[src/verilog/ssc_pkg.sv]
package ssc_pkg;
	localparam int N_COMP = 8;
	localparam int P_W    = 16;
	localparam int E_W    = 18;
	localparam int ADC_W  = 12;
	localparam int SPD_W  = 10;
	localparam int RT_W   = 24;
	localparam int A_W    = 8;
	localparam int CLK_HZ       = 200_000_000;
	localparam int CYCLE_TIME_S = 1;
	localparam int CYCLE_CLKS   = CYCLE_TIME_S * CLK_HZ;
	localparam logic [ADC_W-1:0] ADC_ZERO_CUR = 12'h333;
	localparam logic [ADC_W-1:0] ADC_ZERO_VOL = 12'h000;
	localparam logic [15:0]      SCALE_K_CUR  = 16'h1401;
	localparam logic [15:0]      SCALE_K_VOL  = 16'h1001;
	localparam int               SCALE_SH     = 24;
	localparam logic [SPD_W-1:0] SPD_FULL     = 10'h3ff;
	localparam logic [SPD_W-1:0] SPD_HALF     = 10'h200;
	localparam logic [SPD_W-1:0] SPD_I_MAX    = 10'h066;
	localparam logic [SPD_W-1:0] SPD_RAMP     = 10'h0cc;
	localparam logic [SPD_W-1:0] SPD_COMP     = 10'h200;
	localparam logic [7:0]       FREQ_LOW_HZ  = 8'h19;
	localparam logic [7:0]       FREQ_HIGH_HZ = 8'h57;
	localparam logic [A_W-1:0] OFF_CTRL  = 8'h00;
	localparam logic [A_W-1:0] OFF_PMIN  = 8'h04;
	localparam logic [A_W-1:0] OFF_PMAX  = 8'h08;
	localparam logic [A_W-1:0] OFF_SETP  = 8'h0c;
	localparam logic [A_W-1:0] OFF_NZ    = 8'h10;
	localparam logic [A_W-1:0] OFF_ADJ   = 8'h14;
	localparam logic [A_W-1:0] OFF_MINSP = 8'h18;
	localparam logic [A_W-1:0] OFF_BLT   = 8'h1c;
	localparam logic [A_W-1:0] OFF_ROT   = 8'h20;
	localparam logic [A_W-1:0] OFF_STAT  = 8'h24;
	localparam logic [A_W-1:0] OFF_PRESS = 8'h28;
	localparam logic [A_W-1:0] OFF_ERR   = 8'h2c;
	localparam logic [A_W-1:0] OFF_SPEED = 8'h30;
	localparam logic [A_W-1:0] OFF_COMP  = 8'h34;
	localparam int CTRL_COMB = 0;
	localparam int CTRL_VOLT = 1;
	localparam int CTRL_CAP  = 2;
	localparam logic [1:0] RESP_OKAY   = 2'h0;
	localparam logic [1:0] RESP_SLVERR = 2'h2;
	typedef struct packed {
		logic                    cap;
		logic                    volt;
		logic                    comb;
		logic signed [P_W-1:0]   pmin;
		logic signed [P_W-1:0]   pmax;
		logic signed [P_W-1:0]   setp;
		logic signed [P_W-1:0]   nz;
		logic signed [P_W-1:0]   adj;
		logic [SPD_W-1:0]        min_spd;
		logic [15:0]             bl_time;
		logic [N_COMP-1:0]       rot;
	} ssc_cfg_t;
	typedef enum logic [2:0] {
		ST_IDLE  = 3'b001,
		ST_START = 3'b010,
		ST_RUN   = 3'b100
	} ssc_state_t;
endpackage

[src/verilog/ssc_ctrl.sv]
module ssc_ctrl #(
	parameter int CYCLE_CLKS = ssc_pkg::CYCLE_CLKS
) (
	input  wire logic                            aclk,        // 200 MHz clock
	input  wire logic                            aresetn,     // Sync reset, active low
	input  wire logic                            ce,          // Clock enable, freezes all state
	input  wire logic [ssc_pkg::A_W-1:0]         awaddr,      // Write address
	input  wire logic [2:0]                      awprot,      // Unused protection
	input  wire logic                            awvalid,     // Write address valid
	output logic                                 awready,     // Write address ready
	input  wire logic [31:0]                     wdata,       // Write data
	input  wire logic [3:0]                      wstrb,       // Byte enables
	input  wire logic                            wvalid,      // Write data valid
	output logic                                 wready,      // Write data ready
	output logic [1:0]                           bresp,       // Write response
	output logic                                 bvalid,      // Write response valid
	input  wire logic                            bready,      // Write response ready
	input  wire logic [ssc_pkg::A_W-1:0]         araddr,      // Read address
	input  wire logic [2:0]                      arprot,      // Unused protection
	input  wire logic                            arvalid,     // Read address valid
	output logic                                 arready,     // Read address ready
	output logic [31:0]                          rdata,       // Read data
	output logic [1:0]                           rresp,       // Read response
	output logic                                 rvalid,      // Read data valid
	input  wire logic                            rready,      // Read data ready
	input  wire logic [ssc_pkg::ADC_W-1:0]       adc_code,    // Transducer A/D code
	output logic [ssc_pkg::N_COMP-1:0]           comp_en,     // Compressor base stage enables
	output logic [ssc_pkg::N_COMP-1:0]           comp_cap_en, // Compressor capacity stage enables
	output logic [ssc_pkg::SPD_W-1:0]            speed_out,   // Speed adjuster level
	output logic                                 sensor_change // Sticky sensor-change event
);
	// ----------------------------------------------------------------
	// Bus slave
	// ----------------------------------------------------------------
	localparam int NC = ssc_pkg::N_COMP;
	localparam int SW = ssc_pkg::SPD_W;
	localparam int EW = ssc_pkg::E_W;
	ssc_pkg::ssc_cfg_t cfg_reg, cfg_next;
	logic [ssc_pkg::A_W-1:0] wa_reg, wa_next;
	logic [31:0] wd_reg, wd_next, wm_reg, wm_next, rdat_next;
	logic aw_f_reg, aw_f_next, w_f_reg, w_f_next, bv_reg, bv_next, rv_reg, rv_next;
	logic [1:0] br_reg, br_next, rr_reg, rr_next;
	logic [31:0] rdat_reg;
	logic sc_reg, sc_next, wr_fire, map_hit;
	logic signed [EW-1:0] err_reg, err_next;
	logic signed [ssc_pkg::P_W-1:0] press_reg, press_next, press_now;
	logic [SW-1:0] spd_reg, spd_next;
	logic [7:0] freq_reg, freq_next;
	logic [NC-1:0] en_reg, en_next, cap_reg, cap_next;
	logic [31:0] wval, wold;

	always_comb begin
		wm_next = {{8{wstrb[3]}}, {8{wstrb[2]}}, {8{wstrb[1]}}, {8{wstrb[0]}}};
		aw_f_next = aw_f_reg;
		w_f_next  = w_f_reg;
		wa_next   = wa_reg;
		wd_next   = wd_reg;
		if (awvalid && !aw_f_reg) begin
			aw_f_next = 1'b1;
			wa_next   = awaddr;
		end
		if (wvalid && !w_f_reg) begin
			w_f_next = 1'b1;
			wd_next  = wdata;
		end else begin
			wm_next = wm_reg;
		end
		wr_fire = aw_f_reg && w_f_reg && !bv_reg;
		if (wr_fire) begin
			aw_f_next = 1'b0;
			w_f_next  = 1'b0;
		end
		bv_next = wr_fire || (bv_reg && !bready);
		br_next = br_reg;
		map_hit = wa_reg <= ssc_pkg::OFF_STAT;
		if (wr_fire)
			br_next = map_hit ? ssc_pkg::RESP_OKAY : ssc_pkg::RESP_SLVERR;
		rv_next   = rv_reg && !rready;
		rdat_next = rdat_reg;
		rr_next   = rr_reg;
		if (arvalid && !rv_reg) begin
			rv_next = 1'b1;
			rr_next = ssc_pkg::RESP_OKAY;
			case (araddr)
				ssc_pkg::OFF_CTRL:  rdat_next = 32'({cfg_reg.cap, cfg_reg.volt, cfg_reg.comb});
				ssc_pkg::OFF_PMIN:  rdat_next = 32'($signed(cfg_reg.pmin));
				ssc_pkg::OFF_PMAX:  rdat_next = 32'($signed(cfg_reg.pmax));
				ssc_pkg::OFF_SETP:  rdat_next = 32'($signed(cfg_reg.setp));
				ssc_pkg::OFF_NZ:    rdat_next = 32'($signed(cfg_reg.nz));
				ssc_pkg::OFF_ADJ:   rdat_next = 32'($signed(cfg_reg.adj));
				ssc_pkg::OFF_MINSP: rdat_next = 32'(cfg_reg.min_spd);
				ssc_pkg::OFF_BLT:   rdat_next = 32'(cfg_reg.bl_time);
				ssc_pkg::OFF_ROT:   rdat_next = 32'(cfg_reg.rot);
				ssc_pkg::OFF_STAT:  rdat_next = 32'(sc_reg);
				ssc_pkg::OFF_PRESS: rdat_next = 32'($signed(press_reg));
				ssc_pkg::OFF_ERR:   rdat_next = 32'($signed(err_reg));
				ssc_pkg::OFF_SPEED: rdat_next = {8'h00, freq_reg, 6'h00, spd_reg};
				ssc_pkg::OFF_COMP:  rdat_next = {16'h0000, cap_reg, en_reg};
				default: begin
					rdat_next = 32'h0000_0000;
					rr_next   = ssc_pkg::RESP_SLVERR;
				end
			endcase
		end
	end

	// ----------------------------------------------------------------
	// Configuration and sensor-change event
	// ----------------------------------------------------------------
	always_comb begin
		cfg_next = cfg_reg;
		wold     = 32'h0000_0000;
		case (wa_reg)
			ssc_pkg::OFF_CTRL:  wold = 32'({cfg_reg.cap, cfg_reg.volt, cfg_reg.comb});
			ssc_pkg::OFF_PMIN:  wold = 32'($signed(cfg_reg.pmin));
			ssc_pkg::OFF_PMAX:  wold = 32'($signed(cfg_reg.pmax));
			default:            wold = 32'h0000_0000;
		endcase
		wval    = (wd_reg & wm_reg) | (wold & ~wm_reg);
		sc_next = sc_reg;
		if (wr_fire && wa_reg == ssc_pkg::OFF_STAT && wval[0])
			sc_next = 1'b0;
		if (wr_fire) begin
			case (wa_reg)
				ssc_pkg::OFF_CTRL: begin
					cfg_next.comb = wval[ssc_pkg::CTRL_COMB];
					cfg_next.volt = wval[ssc_pkg::CTRL_VOLT];
					cfg_next.cap  = wval[ssc_pkg::CTRL_CAP];
					if (wval[ssc_pkg::CTRL_VOLT] != cfg_reg.volt)
						sc_next = 1'b1;
				end
				ssc_pkg::OFF_PMIN: begin
					cfg_next.pmin = wval[15:0];
					if (wval[15:0] != cfg_reg.pmin)
						sc_next = 1'b1;
				end
				ssc_pkg::OFF_PMAX: begin
					cfg_next.pmax = wval[15:0];
					if (wval[15:0] != cfg_reg.pmax)
						sc_next = 1'b1;
				end
				ssc_pkg::OFF_SETP:  cfg_next.setp    = wval[15:0];
				ssc_pkg::OFF_NZ:    cfg_next.nz      = wval[15:0];
				ssc_pkg::OFF_ADJ:   cfg_next.adj     = wval[15:0];
				ssc_pkg::OFF_MINSP: cfg_next.min_spd = wval[SW-1:0];
				ssc_pkg::OFF_BLT:   cfg_next.bl_time = wval[15:0];
				ssc_pkg::OFF_ROT:   cfg_next.rot     = wval[NC-1:0];
				default:            cfg_next = cfg_reg;
			endcase
		end
	end

	always_ff @(posedge aclk) begin
		if (!aresetn) begin
			cfg_reg  <= '0;
			wa_reg   <= '0;
			wd_reg   <= '0;
			wm_reg   <= '0;
			aw_f_reg <= 1'b0;
			w_f_reg  <= 1'b0;
			bv_reg   <= 1'b0;
			br_reg   <= ssc_pkg::RESP_OKAY;
			rv_reg   <= 1'b0;
			rr_reg   <= ssc_pkg::RESP_OKAY;
			rdat_reg <= '0;
			sc_reg   <= 1'b0;
		end else if (ce) begin
			cfg_reg  <= cfg_next;
			wa_reg   <= wa_next;
			wd_reg   <= wd_next;
			wm_reg   <= wm_next;
			aw_f_reg <= aw_f_next;
			w_f_reg  <= w_f_next;
			bv_reg   <= bv_next;
			br_reg   <= br_next;
			rv_reg   <= rv_next;
			rr_reg   <= rr_next;
			rdat_reg <= rdat_next;
			sc_reg   <= sc_next;
		end
	end

	assign awready       = !aw_f_reg;
	assign wready        = !w_f_reg;
	assign bvalid        = bv_reg;
	assign bresp         = br_reg;
	assign arready       = !rv_reg;
	assign rvalid        = rv_reg;
	assign rdata         = rdat_reg;
	assign rresp         = rr_reg;
	assign sensor_change = sc_reg;
	assign comp_en       = en_reg;
	assign comp_cap_en   = cap_reg;
	assign speed_out     = spd_reg;

	// ----------------------------------------------------------------
	// Transducer input and scaling
	// ----------------------------------------------------------------
	// Code bits may skew at the pins; a word is taken only once two synchronised samples agree
	logic [ssc_pkg::ADC_W-1:0] adc_s1_reg, adc_s2_reg, adc_s3_reg, adc_ok_reg, adc_ok_next;
	logic signed [ssc_pkg::ADC_W:0] adc_d;
	logic signed [47:0] prod;

	always_ff @(posedge aclk) begin
		if (!aresetn) begin
			adc_s1_reg <= '0;
			adc_s2_reg <= '0;
			adc_s3_reg <= '0;
			adc_ok_reg <= '0;
		end else if (ce) begin
			adc_s1_reg <= adc_code;
			adc_s2_reg <= adc_s1_reg;
			adc_s3_reg <= adc_s2_reg;
			adc_ok_reg <= adc_ok_next;
		end
	end

	always_comb begin
		adc_ok_next = (adc_s2_reg == adc_s3_reg) ? adc_s2_reg : adc_ok_reg;
		adc_d       = $signed({1'b0, adc_ok_reg}) - $signed({1'b0, cfg_reg.volt ? ssc_pkg::ADC_ZERO_VOL
			: ssc_pkg::ADC_ZERO_CUR});
		if (adc_d < 0)
			adc_d = '0;
		prod = 48'(adc_d * (48'(cfg_reg.pmax) - 48'(cfg_reg.pmin))
			* $signed({1'b0, cfg_reg.volt ? ssc_pkg::SCALE_K_VOL : ssc_pkg::SCALE_K_CUR}));
		press_now = ssc_pkg::P_W'(cfg_reg.pmin + (prod >>> ssc_pkg::SCALE_SH));
	end

	// ----------------------------------------------------------------
	// Cycle timer and run-time bookkeeping
	// ----------------------------------------------------------------
	logic [31:0] cyc_reg, cyc_next;
	logic tick;
	logic [ssc_pkg::RT_W-1:0] rt_reg [NC];
	logic [ssc_pkg::RT_W-1:0] rt_next [NC];

	always_comb begin
		tick     = cyc_reg == 32'(CYCLE_CLKS - 1);
		cyc_next = tick ? 32'h0000_0000 : cyc_reg + 32'h0000_0001;
	end

	always_ff @(posedge aclk) begin
		if (!aresetn)
			cyc_reg <= '0;
		else if (ce)
			cyc_reg <= cyc_next;
	end

	for (genvar g = 0; g < NC; g++) begin : g_rt
		always_comb begin
			rt_next[g] = rt_reg[g];
			if (tick && en_reg[g] && rt_reg[g] != '1)
				rt_next[g] = rt_reg[g] + 1'b1;
		end
		always_ff @(posedge aclk) begin
			if (!aresetn)
				rt_reg[g] <= '0;
			else if (ce)
				rt_reg[g] <= rt_next[g];
		end
	end

	// Pick the unit to add or drop; rotation-capable units sort behind the rest
	logic [$clog2(NC)-1:0] on_idx, off_idx;
	logic have_on, have_off;
	logic [ssc_pkg::RT_W:0] on_key, off_key;

	always_comb begin
		on_idx   = '0;
		off_idx  = '0;
		have_on  = 1'b0;
		have_off = 1'b0;
		on_key   = '0;
		off_key  = '1;
		for (int i = 0; i < NC; i++) begin
			if (i != 0 || !cfg_reg.comb) begin
				if (en_reg[i] && (!have_on || {cfg_reg.rot[i], rt_reg[i]} > on_key)) begin
					have_on = 1'b1;
					on_key  = {cfg_reg.rot[i], rt_reg[i]};
					on_idx  = ($clog2(NC))'(i);
				end
				if (!en_reg[i] && (!have_off || {cfg_reg.rot[i], rt_reg[i]} < off_key)) begin
					have_off = 1'b1;
					off_key  = {cfg_reg.rot[i], rt_reg[i]};
					off_idx  = ($clog2(NC))'(i);
				end
			end
		end
	end

	// ----------------------------------------------------------------
	// Control loop
	// ----------------------------------------------------------------
	ssc_pkg::ssc_state_t st_reg, st_next;
	logic [15:0] blt_reg, blt_next;
	logic signed [EW-1:0] e, nz, b15, hb, di, inew, pi, tgt, i_reg, i_next;
	logic falling, rising, part;

	always_comb begin
		press_next = press_reg;
		err_next   = err_reg;
		en_next    = en_reg;
		spd_next   = spd_reg;
		i_next     = i_reg;
		st_next    = st_reg;
		blt_next   = blt_reg;
		e       = EW'(press_now) - EW'(cfg_reg.setp);
		nz      = EW'(cfg_reg.nz);
		b15     = nz + (nz >>> 1);
		falling = press_now < press_reg;
		rising  = press_now > press_reg;
		part    = en_reg == NC'(1) && spd_reg < ssc_pkg::SPD_HALF && e < nz;
		hb      = part ? nz : (nz >>> 1);
		di      = (part ? e + EW'(cfg_reg.adj) : e) >>> 3;
		if (di > $signed(EW'(ssc_pkg::SPD_I_MAX)))
			di = EW'(ssc_pkg::SPD_I_MAX);
		inew = ((e > 0 && falling && e < hb) || (e < 0 && rising && e > -hb)) ? i_reg : i_reg + di;
		if (inew < 0)
			inew = '0;
		if (inew > EW'(ssc_pkg::SPD_FULL))
			inew = EW'(ssc_pkg::SPD_FULL);
		pi = (e >>> 2) + inew;
		if (e > b15)
			tgt = EW'(ssc_pkg::SPD_FULL);
		else if (e < -b15)
			tgt = EW'(cfg_reg.min_spd);
		else
			tgt = pi;
		// Signed compares: a negative P plus I must land on the floor, not wrap to full speed
		if (tgt < $signed(EW'(cfg_reg.min_spd)))
			tgt = EW'(cfg_reg.min_spd);
		if (tgt > $signed(EW'(ssc_pkg::SPD_FULL)))
			tgt = EW'(ssc_pkg::SPD_FULL);
		if (tick) begin
			press_next = press_now;
			err_next   = e;
			if (!cfg_reg.comb) begin
				st_next = ssc_pkg::ST_IDLE;
				spd_next = '0;
				i_next   = '0;
				if (e > b15 || (e > nz && !falling)) begin
					if (have_off)
						en_next[off_idx] = 1'b1;
				end else if (e < -nz) begin
					if (have_on)
						en_next[on_idx] = 1'b0;
				end
			end else begin
				case (st_reg)
					ssc_pkg::ST_IDLE: begin
						spd_next = '0;
						i_next   = '0;
						en_next  = '0;
						if (e > 0) begin
							en_next[0] = 1'b1;
							spd_next   = cfg_reg.min_spd;
							blt_next   = cfg_reg.bl_time;
							st_next    = ssc_pkg::ST_START;
						end
					end
					ssc_pkg::ST_START: begin
						spd_next = cfg_reg.min_spd;
						i_next   = EW'(cfg_reg.min_spd);
						if (blt_reg == '0)
							st_next = ssc_pkg::ST_RUN;
						else
							blt_next = blt_reg - 1'b1;
					end
					ssc_pkg::ST_RUN: begin
						i_next = inew;
						if (tgt > EW'(spd_reg) && tgt - EW'(spd_reg) > EW'(ssc_pkg::SPD_RAMP))
							spd_next = spd_reg + ssc_pkg::SPD_RAMP;
						else
							spd_next = SW'(tgt);
						if (spd_reg == ssc_pkg::SPD_FULL && e > nz && have_off) begin
							en_next[off_idx] = 1'b1;
							spd_next = spd_reg - ssc_pkg::SPD_COMP;
							i_next   = EW'(spd_reg - ssc_pkg::SPD_COMP);
						end else if (spd_reg <= cfg_reg.min_spd && e < -nz) begin
							if (have_on) begin
								en_next[on_idx] = 1'b0;
								spd_next = spd_reg + ssc_pkg::SPD_COMP;
								i_next   = EW'(spd_reg + ssc_pkg::SPD_COMP);
							end else begin
								en_next  = '0;
								spd_next = '0;
								st_next  = ssc_pkg::ST_IDLE;
							end
						end
					end
					default: st_next = ssc_pkg::ST_IDLE;
				endcase
			end
		end
		cap_next = en_next;
		if (cfg_reg.cap && cfg_reg.comb)
			cap_next[0] = en_next[0] && spd_next >= ssc_pkg::SPD_HALF;
		freq_next = ssc_pkg::FREQ_LOW_HZ + 8'((18'(spd_next) * 18'(ssc_pkg::FREQ_HIGH_HZ
			- ssc_pkg::FREQ_LOW_HZ)) / 18'(ssc_pkg::SPD_FULL));
	end

	always_ff @(posedge aclk) begin
		if (!aresetn) begin
			press_reg <= '0;
			err_reg   <= '0;
			en_reg    <= '0;
			cap_reg   <= '0;
			spd_reg   <= '0;
			freq_reg  <= ssc_pkg::FREQ_LOW_HZ;
			i_reg     <= '0;
			st_reg    <= ssc_pkg::ST_IDLE;
			blt_reg   <= '0;
		end else if (ce) begin
			press_reg <= press_next;
			err_reg   <= err_next;
			en_reg    <= en_next;
			cap_reg   <= cap_next;
			spd_reg   <= spd_next;
			freq_reg  <= freq_next;
			i_reg     <= i_next;
			st_reg    <= st_next;
			blt_reg   <= blt_next;
		end
	end
endmodule

[config.mk]
export PLATFORM = sky130hd
export DESIGN_NAME = ssc_ctrl
export DESIGN_NICKNAME = d
export VERILOG_FILES = /design/src/verilog/ssc_pkg.sv /design/src/verilog/ssc_ctrl.sv
export SDC_FILE = /design/constraint.sdc
export NUM_CORES = 2
export LEC_CHECK = 0
export ABC_AREA = 1
export BUFFER_PORTS_ARGS = -buffer_cell sky130_fd_sc_hd__buf_4
export CAP_MARGIN = 20
export CORE_MARGIN = 2
export CORE_UTILIZATION = 59
export CTS_CLUSTER_DIAMETER = 60
export DETAILED_ROUTE_END_ITERATION = 10
export PLACE_DENSITY = 0.83
export SLEW_MARGIN = 5
export SYNTH_ARGS = -nofsm -noshare
export SYNTH_HDL_FRONTEND = slang
export SYNTH_SLANG_ARGS = --single-unit
[constraint.sdc]
create_clock -name aclk -period 33.1 [get_ports aclk]
set_input_delay 0 -clock aclk [delete_from_list [all_inputs] [get_ports aclk]]
set_output_delay 0 -clock aclk [all_outputs]
set_load 0.05 [all_outputs]
==> flow_summary.toml <==
[outcome]
outcome = "finished, violations left"
violations = "DRC, setup timing"

[layout]
largest_reg_flops = 192
area_growth_pct = 21.9
layout.area.seq_um2 = 12800
final_nets = 10500
layout_commonest_cell = "nand2_1"
design_area_um2 = 73900
final.fill_count = 7679
multi_input_area_um2 = 44000
layout_common_cells = "nand2_1, inv_1, buf_4"
drive_gt1_frac = 0.169

[grt]
antenna_found_initial = 6
grt_max_degree = 90
grt_pass1_wl_um = 329000
gr-usage-all-layers = 0.391
grt.overflow.total = 0
first_global_vias = 61200

[setup_path]
startpoint_type = "flop"
worstPathRequired_ns = 33.63
slowest_stage = "fa_2"
critPathMaxStageDelay_ns = 0.61
crit_buf_inv = 44
endpoint_kind = "flop"
path_common_cell = "nand2_1"
path_class = "flop to flop"
arrival_ns = 33.73
crit_fanout = 8
cp_top_family = "simple AND/OR/NAND/NOR gates"

[synth]
ys_async_sr_fraction = 0
synth_ff_type = "dfxtp_1"
synth_edf_count = 192
ys_ff_latch = 544
ys_seq_area_frac = 0.211
synthCells = 8551
ys_warn_count = 0
ys_types = 67
syn_avg_cell_area_um2 = 7.09
synth_area_um2 = 60600

[drt]
wl_um = 225000
drcViolationCount = 24
ant_nets = 0
viasPerCell = 6.07
via_count = 65300
routedWlPerCell_um = 21.0
dr.first_iter.drc_count = 7994
drt-pass1-iter-count = 11

[place]
io_buffers = 119
dp_slack_ns = -0.855
hpwl_um = 162000
postPlaceCellArea_um2 = 67100
routabilityCongestion = 1.02

[timing]
hold_viol = 0
clock-skew-final_ns = 0.0716
tightest_slew_ns = 1.19
clock.fmax_mhz = 30.1
finalCritPeriodShare = 1.00
setup_viol = 4
grt_setup_unrepaired = "yes"
period_minus_slack_ns = 33.20
fin_ws_ns = -0.103
slew_headroom = 0.209
drv_slew = 0
fin_hold_ws_ns = 0.117

[pwr]
p_leak_nw = 36.1
peakVddDrop_mv = 0.186
p_total_mw = 5.17
power.density_nw_per_um2 = 70.0

[die]
rows = 117
die_y_um = 324
initial_core_util = 0.595
die-area_um2 = 105000
io_pins = 146
core_area_um2 = 102000
die_w_um = 324

[clock_network]
cts-htree-levels = 3
clk_pin_slew_ns = 0.06
cts_tree = "done"
worst_skew_pair.late_latency_ns = 0.70
cts_made_buffers = 75
clockBufferDepth = 3
cts-root-buf = "clkbuf_16"
cts.sinks = 544

[worst_hold_path]
hold_class = "input port to flop"

[flow_run]
maxCapViolCount = 0
==> metrics by stage <==
step,TNS [ns],std cells,util
finish,-0.322,10800,0.725
CTS,0,10700,0.692
floorplan,0,8559,-
global placement,0,10400,0.658
detailed placement,-4.52,10400,0.659
global route,-12.33,10800,0.725
==> final timing paths <==
check / startpoint / depth (start not counted) / endpoint / slack (ns)
max: cfg_reg[100]$_SDFFE_PN0P_ / 232 / freq_reg[6]$_SDFFE_PN0P_ / -0.10
min: adc_code[11] / 4 / adc_s1_reg[11]$_SDFFE_PN0P_ / 0.12
max reg2reg: cfg_reg[100]$_SDFFE_PN0P_ / 232 / freq_reg[6]$_SDFFE_PN0P_ / -0.10
min reg2reg: freq_reg[7]$_SDFFE_PN0P_ / 2 / freq_reg[7]$_SDFFE_PN0P_ / 0.44
==> power by group <==
group | internal, mW | leakage, nW | switching [mW]
Sequential | 0.713 | 4.83 | 0.0290
Combinational | 1.58 | 30.1 | 1.99
Clock | 0.484 | 1.25 | 0.370
Total | 2.78 | 36.1 | 2.39
==> what timing repair did <==
action,in CTS,in global routing
endpoints found under the hold margin,99,0
cloned,0,2
endpoints found under the setup margin,7,7
setup buffers,11,92
hold buffers,62,0
gates resized for setup,55,600
pin swaps,20,319
==> metal layers <==
metal	wire length (um)	global-route usage
met3	23200	0.0815
met2	101000	0.627
met4	17300	0.241
met1	84000	0.482
met5	86	0.00498
==> layout make-up <==
class / instances / share of cell area
clock buffer: 91 / 0.0272
antenna: 4 / 0.000136
sequential: 544 / 0.174
timing repair buffer: 931 / 0.0998
clock inverter: 48 / 0.00754
inverter: 1415 / 0.0724
multi-input combinational: 6352 / 0.596
tap: 1368 / 0.0232
==> Yosys cell counts, types with 13 or more instances <==
master / n / area [um2]
nand2_1: 1507 / 5660
inv_1: 1380 / 5180
o21ai_0: 869 / 4350
ha_1: 862 / 10800
nor2_1: 792 / 2970
a21oi_1: 755 / 3780
dfxtp_1: 352 / 7050
fa_1: 242 / 4840
nand3_1: 237 / 1190
clkbuf_1: 218 / 818
edfxtp_1: 192 / 5770
xor2_1: 181 / 1590
nor3_1: 149 / 746
nand4_1: 114 / 713
o22ai_1: 75 / 469
a211oi_1: 70 / 526
xnor2_1: 60 / 526
o211ai_1: 43 / 323
a221oi_1: 42 / 368
nor4_1: 40 / 250
o21a_1: 35 / 263
o21bai_1: 33 / 248
or2_2: 27 / 169
o221ai_1: 20 / 175
buf_4: 18 / 135
clkinv_1: 18 / 67.6
a31oi_1: 17 / 106
nor3b_1: 17 / 128
inv_2: 16 / 60.1
nand2_2: 13 / 81.3
==> tightest hold or removal path, delay by kind of cell <==
kind          cells  cell delay, ns
buf+inv           2            0.63
simple gates      2            0.12
==> cell families after synthesis <==
| family | share of synthesized area |
|---|---|
| adder cells (fa/ha/maj) | 0.258 |
| AND/OR/NAND/NOR | 0.201 |
| AO/OA/AOI/OAI | 0.190 |
| flip-flops | 0.211 |
| XOR/XNOR | 0.0348 |
| other | 0.0000619 |
| buffers and inverters | 0.105 |
(Power assumes the default switching activity.)
